[config.mk]
export PLATFORM = sky130hd
export DESIGN_NAME = cbag_top
export DESIGN_NICKNAME = d
export VERILOG_FILES = /design/src/pkg/cbag_pkg.sv /design/src/design/cbag_top.sv
export SDC_FILE = /design/constraint.sdc
export NUM_CORES = 1
export LEC_CHECK = 0
export BUFFER_PORTS_ARGS = -buffer_cell sky130_fd_sc_hd__buf_2
export CORE_MARGIN = 3
export CORE_UTILIZATION = 54
export DETAILED_ROUTE_END_ITERATION = 8
export PLACE_DENSITY = 0.78
export SLEW_MARGIN = 10
export SYNTH_ARGS = -nofsm -noshare
export SYNTH_HDL_FRONTEND = slang
export SYNTH_SLANG_ARGS = --single-unit
[constraint.sdc]
create_clock -name clk_sys -period 9.4 [get_ports clk_sys]
set_input_delay 0.47 -clock clk_sys [delete_from_list [all_inputs] [get_ports clk_sys]]
set_output_delay 0.47 -clock clk_sys [all_outputs]
set_load 0.02 [all_outputs]
[src/pkg/cbag_pkg.sv]
// Package with constants and carrier types of the circular buffer address generator.
// Overview of operation
// - Circular addressing may select any working-register pointer by its index except 15, the stack pointer.
// - Non power-of-two buffers check only the boundary facing their direction.
// - Power-of-two buffers check both boundaries and so may run bidirectionally.
// - Four software-loaded 16-bit boundary registers hold X and Y start and end.
// - Y effective addresses are word addresses; their least significant bit reads zero, while Y boundary readback keeps the loaded bit 0.
// - No length register; length is end minus start boundary plus one.
// - Buffers up to 32K words, that is 64 Kbytes, are supported.
// - X circular mode needs select bits 3..0 not fifteen and bit 15 set.
// - Y circular mode needs select bits 7..4 not fifteen and bit 14 set.
package cbag_pkg;

    // ------------------------------------------------------------------
    // Control layout and reset values
    // ------------------------------------------------------------------
    localparam int         CBAG_AW             = 16;
    localparam int         CBAG_XSEL_LSB       = 0;
    localparam int         CBAG_YSEL_LSB       = 4;
    localparam int         CBAG_XEN_BIT        = 15;
    localparam int         CBAG_YEN_BIT        = 14;
    localparam logic [3:0] CBAG_SEL_OFF        = 4'hf;
    localparam logic [3:0] CBAG_FRAME_PTR      = 4'he;
    localparam logic [3:0] CBAG_STACK_PTR      = 4'hf;
    localparam logic [15:0] CBAG_CTRL_RST      = 16'h00ff;
    localparam logic [15:0] CBAG_BND_RST       = 16'h0000;
    localparam logic [16:0] CBAG_MAX_LEN_BYTES = 17'h10000;

    // ------------------------------------------------------------------
    // Boundary register selection on the load port
    // ------------------------------------------------------------------
    typedef enum logic [1:0] {
        CBAG_X_START = 2'b00,
        CBAG_X_END   = 2'b01,
        CBAG_Y_START = 2'b10,
        CBAG_Y_END   = 2'b11
    } cbag_bnd_sel_t;

    typedef struct packed {
        logic        valid;
        logic        inc;
        logic [3:0]  wsel;
        logic [15:0] next_ea;
    } cbag_req_t;

    typedef struct packed {
        logic        valid;
        logic        circular;
        logic        wrapped;
        logic [15:0] ea;
    } cbag_res_t;

endpackage

[src/design/cbag_top.sv]
// Circular buffer address generator for the X and Y data address units.
`timescale 1ns/1ps

module cbag_top
    import cbag_pkg::*;
(
    input  wire logic          clk_sys,    // System clock, 40 MHz.
    input  wire logic          rst_n,      // Asynchronous reset, active low.
    input  wire logic          ctrl_wr,    // Load pulse for circular_addr_control.
    input  wire logic [15:0]   ctrl_wdata, // New control word.
    input  wire logic          bnd_wr,     // Load pulse for a boundary register.
    input  wire cbag_bnd_sel_t bnd_sel,    // Which boundary register is loaded.
    input  wire logic [15:0]   bnd_wdata,  // New boundary value.
    input  wire cbag_req_t     x_req,      // X pointer update from the core.
    input  wire cbag_req_t     y_req,      // Y pointer update from the core.
    output cbag_res_t          x_res,      // Effective X address, one cycle later.
    output cbag_res_t          y_res,      // Effective Y address, one cycle later.
    output logic [15:0]        circular_addr_control, // Control word readback.
    output logic [15:0]        x_buffer_start,        // X start boundary readback.
    output logic [15:0]        x_buffer_end,          // X end boundary readback.
    output logic [15:0]        y_buffer_start,        // Y start boundary readback.
    output logic [15:0]        y_buffer_end,          // Y end boundary readback.
    output logic               x_circular_active,     // X circular mode enabled.
    output logic               y_circular_active      // Y circular mode enabled.
);

    // ------------------------------------------------------------------
    // State
    // ------------------------------------------------------------------
    typedef struct packed {
        logic [15:0] ctrl;
        logic [15:0] xs;
        logic [15:0] xe;
        logic [15:0] ys;
        logic [15:0] ye;
        cbag_res_t   xr;
        cbag_res_t   yr;
    } cbag_state_t;

    cbag_state_t q;
    cbag_state_t next_q;

    // ------------------------------------------------------------------
    // Wrap computation, shared by both address spaces
    // ------------------------------------------------------------------
    // Length is kept 17 bits wide so that a full 64 Kbyte buffer does not alias to zero.
    function automatic logic [16:0] cbag_len(input logic [15:0] s, input logic [15:0] e);
        cbag_len = {1'b0, e} + 17'h00001 - {1'b0, s};
    endfunction

    function automatic logic cbag_pow2(input logic [16:0] len);
        cbag_pow2 = (len != 17'h00000) && ((len & (len - 17'h00001)) == 17'h00000);
    endfunction

    function automatic cbag_res_t cbag_calc(input cbag_req_t r, input logic act,
                                            input logic [15:0] s, input logic [15:0] e);
        logic [16:0] len;
        logic        both;
        len  = cbag_len(s, e);
        both = cbag_pow2(len);
        cbag_calc.valid    = r.valid;
        cbag_calc.circular = act;
        cbag_calc.wrapped  = 1'b0;
        cbag_calc.ea       = r.next_ea;
        if (act) begin
            // A non power-of-two buffer only checks the boundary it runs towards.
            if ((r.inc || both) && (r.next_ea > e)) begin
                cbag_calc.ea      = 16'(r.next_ea - len[15:0]);
                cbag_calc.wrapped = 1'b1;
            end else if ((!r.inc || both) && (r.next_ea < s)) begin
                cbag_calc.ea      = 16'(r.next_ea + len[15:0]);
                cbag_calc.wrapped = 1'b1;
            end
        end
    endfunction

    // ------------------------------------------------------------------
    // Enables and pointer match
    // ------------------------------------------------------------------
    logic [3:0]  x_sel;
    logic [3:0]  y_sel;
    logic [15:0] ys_w;
    logic [15:0] ye_w;

    assign x_sel             = q.ctrl[CBAG_XSEL_LSB +: 4];
    assign y_sel             = q.ctrl[CBAG_YSEL_LSB +: 4];
    assign x_circular_active = (x_sel != CBAG_SEL_OFF) && q.ctrl[CBAG_XEN_BIT];
    assign y_circular_active = (y_sel != CBAG_SEL_OFF) && q.ctrl[CBAG_YEN_BIT];
    // Y boundaries are taken as whole words, so odd start bits never shift the window.
    assign ys_w              = {q.ys[15:1], 1'b0};
    assign ye_w              = {q.ye[15:1], 1'b1};

    always_comb begin
        next_q = q;
        if (ctrl_wr) begin
            next_q.ctrl = ctrl_wdata;
        end
        if (bnd_wr) begin
            unique case (bnd_sel)
                CBAG_X_START: next_q.xs = bnd_wdata;
                CBAG_X_END:   next_q.xe = bnd_wdata;
                CBAG_Y_START: next_q.ys = bnd_wdata;
                CBAG_Y_END:   next_q.ye = bnd_wdata;
            endcase
        end
        // Any pointer index but 15 may be chosen; the frame pointer is not blocked, the stack pointer (15) is.
        next_q.xr = cbag_calc(x_req, x_circular_active && (x_req.wsel == x_sel), q.xs, q.xe);
        next_q.yr = cbag_calc(y_req, y_circular_active && (y_req.wsel == y_sel), ys_w, ye_w);
        next_q.yr.ea[0] = 1'b0;
    end

    always_ff @(posedge clk_sys or negedge rst_n) begin
        if (!rst_n) begin
            q      <= '0;
            q.ctrl <= CBAG_CTRL_RST;
            q.xs   <= CBAG_BND_RST;
            q.xe   <= CBAG_BND_RST;
            q.ys   <= CBAG_BND_RST;
            q.ye   <= CBAG_BND_RST;
        end else begin
            q <= next_q;
        end
    end

    assign x_res                 = q.xr;
    assign y_res                 = q.yr;
    assign circular_addr_control = q.ctrl;
    assign x_buffer_start        = q.xs;
    assign x_buffer_end          = q.xe;
    assign y_buffer_start        = q.ys;
    assign y_buffer_end          = q.ye;

    logic x_pow2;
    logic x_cfg_still;
    assign x_pow2      = cbag_pow2(cbag_len(q.xs, q.xe));
    assign x_cfg_still = !ctrl_wr && !bnd_wr;
endmodule

==> impl_metrics.toml, run 1 <==
[outcome]
run_status = "completed"

[cts]
cts_max_path_buffers = 2
cts.root.buffer_cell = "clkbuf_16"
cts.repair_timing.setup_buffer_count = 0
tritoncts = "yes"
clk_pin_slew_ns = 0.06
clk-insertion-delay-late_ns = 0.42
cts_hold_buffers = 0
cts.sink_count = 117
cts_max_level = 4
tritoncts.num_buffers = 17
cts_resized = 0

[timing]
hold_violations = 0
slew_of_the_pin_with_the_lowest_slew_margin_ns = 1.16
timing_max_transition_violations_final = 0
period_minus_slack_ns = 5.43
final_min_period_over_clock_period = 0.578
finClkSkew_ns = 0.0154
achievable-frequency_mhz = 184
timing.final.setup_violations = 0
final.setup.tns_ns = 0
whs_ns = 0.0869
grt_setup_unrepaired = "no"
max_slew_margin = 0.207
worst_setup_slack_after_layout_ns = 3.97

[synth]
yosys_most_used_dff = "dfrtp_1"
synth_common_cells = "ha_1 (178), inv_1 (137), dfrtp_1 (109), a21oi_1 (72), o21ai_0 (69)"
synth_cells = 1203
postSynthNetCount = 1468
yosys-top-cells-area = "dfrtp_1 (25%), ha_1 (20%), mux2_2 (6.5%)"
cell_taking_the_most_area_after_synthesis = "dfrtp_1"
post_synth.cell_area_avg_um2 = 9.19
synth_enable_flop_cells = 0
synthesis.yosys.warnings = 0
yosys_reg_bits = 117
syn_area_mm2 = 0.0111
synth.yosys.seq_area_share = 0.266
postSynth.asyncResetShare = 1.00
yosys.cell_count.top_type = "ha_1"
synth.top_cell.area_share = 0.247
synth.lib_cells_used.distinct = 86

[route]
drt_pass_1_iters = 5
drc = 0
vias = 10168
drt_first_iter_violations = 712
wirelength_um = 31600
viasPerCell = 6.07
drt.antenna.violating_nets = 0
wire_per_inst_um = 18.8

[setup_path]
timing.rr.start = "x_buffer_end[1]$_DFFE_PN0P_"
crit_type = "register to register"
worst_setup_path_startpoint = "x_buffer_end[1]$_DFFE_PN0P_"
cp.arrival_ns = 5.78
worst_setup_ep_type = "register"
timing.critical_path.required_ns = 9.75
worstSetupStartpointType = "register"
worst_path_fanout_max = 13

[hold_path]
worstHoldPathType = "primary input to asynchronous set/reset pin"

[die]
die_width_um = 149
rows = 51
io-pin-count = 202
die_height_um = 149
initial_utilization = 0.559
core_area_mm2 = 0.0198
dieArea_mm2 = 0.0222

[layout]
drive_above_1_share = 0.247
area_delta_synth_final_pct = 15.9
nFillCells = 1736
n_antenna_cell = 0
register_area_mm2 = 0.00294
final_net_count = 1663
utilization = 0.648
multi_input_area_mm2 = 0.00747

[place]
hpwl_um = 24800
place.gp.congestion = 0.918
placement.io_buffers = 200
place_worst_setup_slack_ns = 4.04

[grt]
grt_pass1_wl_um = 50300
remaining_global_route_overflow = 0
via_count_of_the_first_global_routing_pass = 10045
grt_antenna_before_repair = 0
grtUsageTotal = 0.282
grt_start_max_net_pins = 64

[power]
post_layout_total_power_mw = 4.27
pwr_density_cell_mw_per_mm2 = 333
total_leakage_power_nw = 6.40
max-vdd-ir-drop_v = 0.000198

[flow_run]
cap_violations = 0
==> worst paths after layout <==
path                                                 end  slack, ns  depth (start not counted)
max in group asynchronous             x_res[4]$_DFF_PN0_       7.99                          2
max                                   x_res[2]$_DFF_PN0_       3.97                         19
min reg2reg                y_buffer_start[0]$_DFFE_PN0P_       0.50                          1
min in group clk_sys                 y_res[18]$_DFF_PN0_       0.16                          1
min                                  y_res[12]$_DFF_PN0_       0.09                          1
max reg2reg                           x_res[2]$_DFF_PN0_       3.97                         19
==> cells by family after synthesis <==
family / synth area share
muxes: 0.0706
other: 0.000339
xor gates and xnor gates: 0.0330
DFF: 0.266
and+or+nand+nor: 0.116
buffers and inverters: 0.0596
adders and majority gates: 0.212
AOI/OAI and AO/OA: 0.243
==> cell type report <==
cell class	count	share of cell area
clock buffer	21	0.0359
clock inverter	11	0.00615
tap	265	0.0259
sequential	117	0.229
multi-input combinational	921	0.583
timing repair buffer	203	0.0800
inverter	138	0.0404
==> state kept, by name, indices dropped and copies added, names as in the netlist <==
register	count
x_buffer_start	16
y_buffer_end	16
x_res	19
y_res	18
y_buffer_start	16
circular_addr_control	16
x_buffer_end	16
==> worst max-delay path, stage by stage (launching register included) <==
cell and delay, ns:
dfrtp_1 0.36, inv_1 0.06, ha_1 0.26, inv_1 0.06
ha_1 0.21, inv_1 0.07, fa_1 0.41, nand2b_1 0.18
a21o_1 0.21, a22o_2 0.25, xor2_2 0.20, inv_2 0.09
or4_1 0.52, or4_1 0.44, a311oi_1 0.30, o41ai_1 0.17
a21o_1 0.26, a211oi_2 0.86, a221o_1 0.28, a22o_1 0.14
==> per-stage QoR <==
stage               cells  cell area [um2]
floorplan            1203            11100
global placement     1644            12300
detailed placement   1644            12300
CTS                  1676            12800
global route         1676            12800
finish               1676            12800
==> routing by layer <==
layer	vias to the layer above	part of all wire	wire, um	GRT usage
met5	-	0	0	0
li1	4847	-	-	-
met3	75	0.060	1900	0.0416
met2	363	0.47	15000	0.474
met1	4883	0.43	13500	0.366
met4	0	0.039	1220	0.116
==> cell usage in the layout, fill, tap and decap left out, types with 14 or more instances in the layout <==
master / count
a221o_1: 17
ha_1: 178
nor3_1: 23
mux2_2: 64
xnor2_1: 24
nor2_1: 59
a21o_1: 40
dfrtp_1: 109
nand2_1: 64
xor2_1: 14
buf_2: 199
inv_1: 137
o21ai_0: 69
clkbuf_16: 17
o21bai_1: 17
a21oi_1: 72
==> report_power, final <==
| part | switching (mW) | internal [mW] | total (mW) |
|---|---|---|---|
| Sequential | 0.0725 | 0.618 | 0.690 |
| Combinational | 1.77 | 1.21 | 2.98 |
| Clock | 0.255 | 0.351 | 0.606 |
Note: power is estimated with default switching activity, not from simulation.
==> run 2: changes to the inputs <==
--- a/config.mk
+++ b/config.mk
@@ -7,7 +7,7 @@
 export LEC_CHECK = 0
 export BUFFER_PORTS_ARGS = -buffer_cell sky130_fd_sc_hd__buf_2
 export CORE_MARGIN = 3
-export CORE_UTILIZATION = 54
+export CORE_UTILIZATION = 52
 export DETAILED_ROUTE_END_ITERATION = 8
 export PLACE_DENSITY = 0.78
 export SLEW_MARGIN = 10
==> constraint.sdc (replaced) <==
create_clock -name clk_sys -period 4.75 [get_ports clk_sys]
set_input_delay 0.2375 -clock clk_sys [delete_from_list [all_inputs] [get_ports clk_sys]]
set_output_delay 0.2375 -clock clk_sys [all_outputs]
set_load 0.02 [all_outputs]
==> run 2 against run 1 <==
Effect of this change:
- register-to-register slack lost 3.9 ns
- non-clock buffer count increased by 53
- fmax rose by 16%
- design area rose by 6.1%
- global-route usage is 1.1 points lower
- sequential cell count unchanged
- die area rose by 3.7%
- critical path depth did not move
- sequential power rose by 99%
- first-iteration DRC count rose by 11%
- sequential share of layout area is 1.3 points lower
- clock power grew 120%
- largest cell class unchanged
==> impl_metrics.toml, run 2 (synthesis gave the netlist of run 1 again) <==
[outcome]
run_status = "completed"

[power]
clock_share_of_power = 0.147
max-vdd-ir-drop_v = 0.000420
p_sw_mw = 4.45
total_leakage_power_nw = 6.74
post_layout_total_power_mw = 9.26
switching_share = 0.481
intPower_mw = 4.80
pwr_density_cell_mw_per_mm2 = 681
power.combinational.fraction = 0.705
sequentialPowerShare = 0.148

[setup_path]
worst_setup_ep_type = "register"
cp.arrival_ns = 5.02
worstSetupStartpointType = "register"
crit_type = "register to register"
timing.critical_path.required_ns = 5.09
worst_path_fanout_max = 12

[route]
m1WireLength_um = 14200
vias = 10433
topRoutingLayerUsed = "met4"
drc = 0
wirelength_um = 33000
met2WireLength_um = 15900
viasPerCell = 6.02
drt.antenna.violating_nets = 0
wl_met3_um = 1890
drt_first_iter_violations = 789
wire_per_inst_um = 19.1
drt_pass_1_iters = 5

[die]
initial_utilization = 0.538
die_height_um = 152
dieArea_mm2 = 0.0231
io-pin-count = 202
rows = 52
die_width_um = 152
core_area_mm2 = 0.0206

[place]
place_worst_setup_slack_ns = -0.331
placement.io_buffers = 200
place.gp.congestion = 0.963
dpl-instance-area_mm2 = 0.0126
hpwl_um = 25200

[grt]
grt_start_max_net_pins = 61
grt_antenna_before_repair = 0
via_count_of_the_first_global_routing_pass = 10363
remaining_global_route_overflow = 0
grt_pass1_wl_um = 52200
grtUsageTotal = 0.272

[timing]
achievable-frequency_mhz = 214
grt_setup_unrepaired = "yes"
period_minus_slack_ns = 4.67
finClkSkew_ns = 0.0114
timing.final.setup_violations = 0
hold_violations = 0
worst_setup_slack_after_layout_ns = 0.0750
slew_of_the_pin_with_the_lowest_slew_margin_ns = 1.11
whs_ns = 0.0493
timing_max_transition_violations_final = 0
final_min_period_over_clock_period = 0.984
max_slew_margin = 0.255

[cts]
clk-insertion-delay-late_ns = 0.42
cts.root.buffer_cell = "clkbuf_16"
tritoncts.num_buffers = 17
cts.sink_count = 117
cts_max_path_buffers = 2
tritoncts = "yes"
cts_max_level = 4
clk_pin_slew_ns = 0.06

[layout]
n_antenna_cell = 0
utilization = 0.661
final_cell_mix = "buf_2 (199), ha_1 (168), inv_1 (133), dfrtp_1 (109), a21oi_1 (72)"
area_delta_synth_final_pct = 23.0
final_common_cell = "buf_2"
finalInstanceArea_mm2 = 0.0136
drive_above_1_share = 0.296
largest_register_ff_count = 19
nFillCells = 1700
final_net_count = 1716

[hold_path]
worstHoldPathType = "primary input to register"

[flow_run]
cap_violations = 0
## run 2: cell types whose count changed in the layout (fill, tap and decap cells not counted), moves of 3 or more
cell	delta
a2111oi_0	-3
bufinv_16	+3
ha_1	-10
inv_1	-4
ha_4	+9
clkinv_4	+3
clkinvlp_4	-3
buf_4	+50
inv_2	+4
dlygate4sd3_1	+3
## run 2: path summary, 6_finish.rpt
| check | from | end | slack [ns] | cells past startpoint |
|---|---|---|---|---|
| setup / recovery | x_buffer_end[1]$_DFFE_PN0P_ | x_res[7]$_DFF_PN0_ | 0.08 | 19 |
| hold / removal | ctrl_wdata[3] | circular_addr_control[3]$_DFFE_PN1P_ | 0.05 | 2 |
| setup reg to reg | x_buffer_end[1]$_DFFE_PN0P_ | x_res[7]$_DFF_PN0_ | 0.08 | 19 |
| hold reg to reg | circular_addr_control[8]$_DFFE_PN0P_ | circular_addr_control[8]$_DFFE_PN0P_ | 0.50 | 1 |
| max in group asynchronous | rst_n | x_buffer_end[3]$_DFFE_PN0P_ | 3.58 | 3 |
| min in group asynchronous | rst_n | y_res[16]$_DFF_PN0_ | 0.17 | 2 |
## run 2: final cells by class
| class | count | area (um2) | share of cell area |
|---|---|---|---|
| well taps | 270 | 338 | 0.0248 |
| multi-input cells | 921 | 7770 | 0.571 |
| clock inverters | 14 | 179 | 0.0132 |
| clock buffers | 18 | 429 | 0.0316 |
| repair buffers | 256 | 1430 | 0.105 |
| flip-flops and latches | 117 | 2940 | 0.216 |
| inverters | 138 | 518 | 0.0381 |
## run 2: critical path: stages (launching register included)
cell       delay, ns
dfrtp_1         0.38
inv_2           0.07
ha_4            0.26
inv_2           0.04
ha_4            0.15
buf_4           0.12
buf_4           0.14
a21oi_1         0.13
nand4b_1        0.21
a32oi_1         0.22
or2_4           0.31
or4_1           0.51
or4_4           0.45
a311oi_4        0.35
o41ai_4         0.16
buf_4           0.19
a221oi_2        0.36
nor2_4          0.15
inv_1           0.20
a2bb2oi_1       0.19
## run 2: per-stage QoR
step                cells  setup TNS, ns
CTS                  1728              0
global route         1734          -1.32
global placement     1687         -0.334
detailed placement   1687          -2.39
floorplan            1203              0
finish               1734              0
## run 2: what timing repair did
action                     4_1_cts  5_1_grt
gates resized for setup         18       35
setup buffers                    6        6
hold buffers                     3        0
pin swaps                       18       15
hold endpoints to repair         9        0
setup endpoints to repair       17       31
## run 2: power by group through the flow
stage          combinational (mW)  clock (mW)  sequential [mW]
3_3_place_gp                 5.89           0             1.37
2_1_floorplan                4.22           0             1.63
6_report                     6.52        1.36             1.37
4_1_cts                      6.17        1.38             1.36
3_5_place_dp                 6.02           0             1.37
5_1_grt                      7.13        1.43             1.39
## run 2: per-layer routing
metal	track usage	up-vias
li1	-	4945
met1	0.347	5002
met2	0.470	399
met3	0.0449	87
met4	0.0899	0
met5	0	-
==> run 3: changes to the inputs <==
--- a/config.mk
+++ b/config.mk
@@ -7,7 +7,8 @@
 export LEC_CHECK = 0
 export BUFFER_PORTS_ARGS = -buffer_cell sky130_fd_sc_hd__buf_2
 export CORE_MARGIN = 3
-export CORE_UTILIZATION = 52
+export CORE_UTILIZATION = 54
+export CTS_CLUSTER_DIAMETER = 80
 export DETAILED_ROUTE_END_ITERATION = 8
 export PLACE_DENSITY = 0.78
 export SLEW_MARGIN = 10
==> constraint.sdc (replaced) <==
create_clock -name clk_sys -period 4.95 [get_ports clk_sys]
set_input_delay 0.2475 -clock clk_sys [delete_from_list [all_inputs] [get_ports clk_sys]]
set_output_delay 0.2475 -clock clk_sys [all_outputs]
set_load 0.02 [all_outputs]
==> run 3 against run 2 <==
Effect of this change:
- sequential power down 4%
- core utilization is 0.40 points higher
- cell count is 2.2% lower
- clock skew grew 0.0036 ns
- combinational power shrank 9.8%
- die area is 3.6% lower
- largest cell class unchanged
- critical endpoint is now x_res[9]$_DFF_PN0_
- register-to-register slack improved by 0.09 ns
==> impl_metrics.toml, run 3 (synthesis gave the netlist of run 1 again) <==
[outcome]
run_status = "completed"

[cts]
cts_max_level = 4
cts.sink_count = 117
cts.root.buffer_cell = "clkbuf_16"
clk-insertion-delay-late_ns = 0.43
tritoncts = "yes"
cts_max_path_buffers = 2
clk_pin_slew_ns = 0.07
tritoncts.num_buffers = 17

[timing]
final_min_period_over_clock_period = 0.967
timing_max_transition_violations_final = 0
period_minus_slack_ns = 4.79
max_slew_margin = 0.315
hold_violations = 0
timing.final.setup_violations = 0
achievable-frequency_mhz = 209
worst_setup_slack_after_layout_ns = 0.163
slew_of_the_pin_with_the_lowest_slew_margin_ns = 1.02
finClkSkew_ns = 0.0150

[layout]
drive_above_1_share = 0.268
area_delta_synth_final_pct = 19.0
largest_register_ff_count = 19
final_common_cell = "buf_2"
final_cell_count_no_fill = 1695
n_antenna_cell = 0
final_cell_mix = "buf_2 (199), ha_1 (177), inv_1 (137), dfrtp_1 (109), a21oi_1 (71)"
final_net_count = 1682

[setup_path]
worst_setup_ep_type = "register"
crit_type = "register to register"
cp.arrival_ns = 5.11
worstSetupStartpointType = "register"
timing.rr.start = "x_buffer_end[1]$_DFFE_PN0P_"
timing.critical_path.required_ns = 5.27
worst_path_largest_cell_delay_ns = 0.54
path_common_cell = "inv_1"
timing.critical_path.cells = "inv_1, ha_1, inv_1, ha_4, inv_1, fa_2, nand2b_4, a21o_1, a22o_2, xor2_2, inv_2, or4_4, or4_4, a311oi_4, o41ai_4, a211oi_2, a211oi_2, buf_6, a221o_1, a22o_1"
worst_setup_path_startpoint = "x_buffer_end[1]$_DFFE_PN0P_"
cp_slowest_cell = "or4_4"
critical_path.top_delay_family = "compound AO/OA/AOI/OAI gates"
worst_path_fanout_max = 13
critical_path_buf_inv_count = 5

[place]
dp_cell_count = 1657
place_worst_setup_slack_ns = -0.103
placement.io_buffers = 200
place.gp.congestion = 0.937
hpwl_um = 24700

[grt]
grtUsageTotal = 0.281
via_count_of_the_first_global_routing_pass = 9818
remaining_global_route_overflow = 0
grt_antenna_before_repair = 0
grt_pass1_wl_um = 50000
grt_start_max_net_pins = 67

[route]
drt_pass_1_iters = 5
vias = 10288
drt.antenna.violating_nets = 0
wire_per_inst_um = 18.8
viasPerCell = 6.07
drc = 0
wirelength_um = 31900
drt_first_iter_violations = 657

[die]
rows = 51
core_area_mm2 = 0.0198
dieArea_mm2 = 0.0222
io-pin-count = 202
die_height_um = 149
initial_utilization = 0.559
die_width_um = 149

[power]
max-vdd-ir-drop_v = 0.000426
total_leakage_power_nw = 6.56
pwr_density_cell_mw_per_mm2 = 646

[flow_run]
cap_violations = 0

[hold_path]
hold_path_startpoint = "ctrl_wdata[14]"
worstHoldPathType = "primary input to register"
[run 3: cell types whose count changed in the layout (fill, tap and decap cells not counted), moves of 4 or more]
cell	before	now
buf_4	54	19
clkinv_4	5	1
ha_1	168	177
ha_4	9	1
inv_1	133	137
inv_2	5	1
inv_6	1	7
[run 3: where the power goes]
group	switching (mW)	leakage (nW)	internal (mW)
logic	3.47	4.89	2.41
registers	0.151	1.38	1.17
clock network	0.527	0.287	0.770
total	4.15	6.56	4.35
[run 3: final timing paths]
check / end / slack [ns] / depth (start not counted)
hold reg to reg: y_buffer_end[0]$_DFFE_PN0P_ / 0.50 / 1
min in group asynchronous: y_res[12]$_DFF_PN0_ / 0.39 / 2
setup reg to reg: x_res[9]$_DFF_PN0_ / 0.16 / 20
hold / removal: circular_addr_control[14]$_DFFE_PN0P_ / 0.05 / 3
setup / recovery: x_res[9]$_DFF_PN0_ / 0.16 / 20
max in group asynchronous: x_res[4]$_DFF_PN0_ / 3.23 / 3
[run 3: metrics by stage]
stage	TNS (ns)	instance area (um2)	utilization	power, mW	hold slack, ns
detailed placement	-0.501	12400	0.626	6.95	0.328
global route	-0.00746	13200	0.665	9.20	0.0407
finish	0	13200	0.665	8.50	0.0472
floorplan	0	11100	-	5.61	-0.0481
global placement	0	12400	0.626	6.82	0.324
CTS	0	13100	0.660	8.32	0.0359
[run 3: layer usage]
metal,GRT usage,part of all wire,vias to the layer above
met3,0.0583,0.070,58
met1,0.368,0.43,4947
li1,-,-,4877
met4,0.107,0.029,0
met5,0,0,-
met2,0.461,0.47,406
[run 3: layout make-up]
cell class                      count  area (um2)
Clock buffer                       18         439
Clock inverter                     14         164
Fill cell                        1634        6620
Inverter                          138         518
Multi-Input combinational cell    921        7590
Sequential cell                   117        2940
Tap cell                          265         332
Timing Repair Buffer              222        1180
[run 3: timing repair]
action,CTS,global route
endpoints found under the setup margin,12,31
hold endpoints to repair,53,0
pin swaps,1,4
hold buffers,3,0
resized for setup,5,19
setup buffers,2,1
[run 3: worst register-to-register path: cells and delay by family (launching register included)]
| family | cells | cell delay (ns) |
|---|---|---|
| AO/OA/AOI/OAI | 8 | 1.75 |
| XOR/XNOR | 1 | 0.16 |
| adder cells (fa/ha/maj) | 3 | 0.77 |
| buffers and inverters | 5 | 0.45 |
| flip-flops | 1 | 0.37 |
| AND/OR/NAND/NOR | 3 | 1.17 |
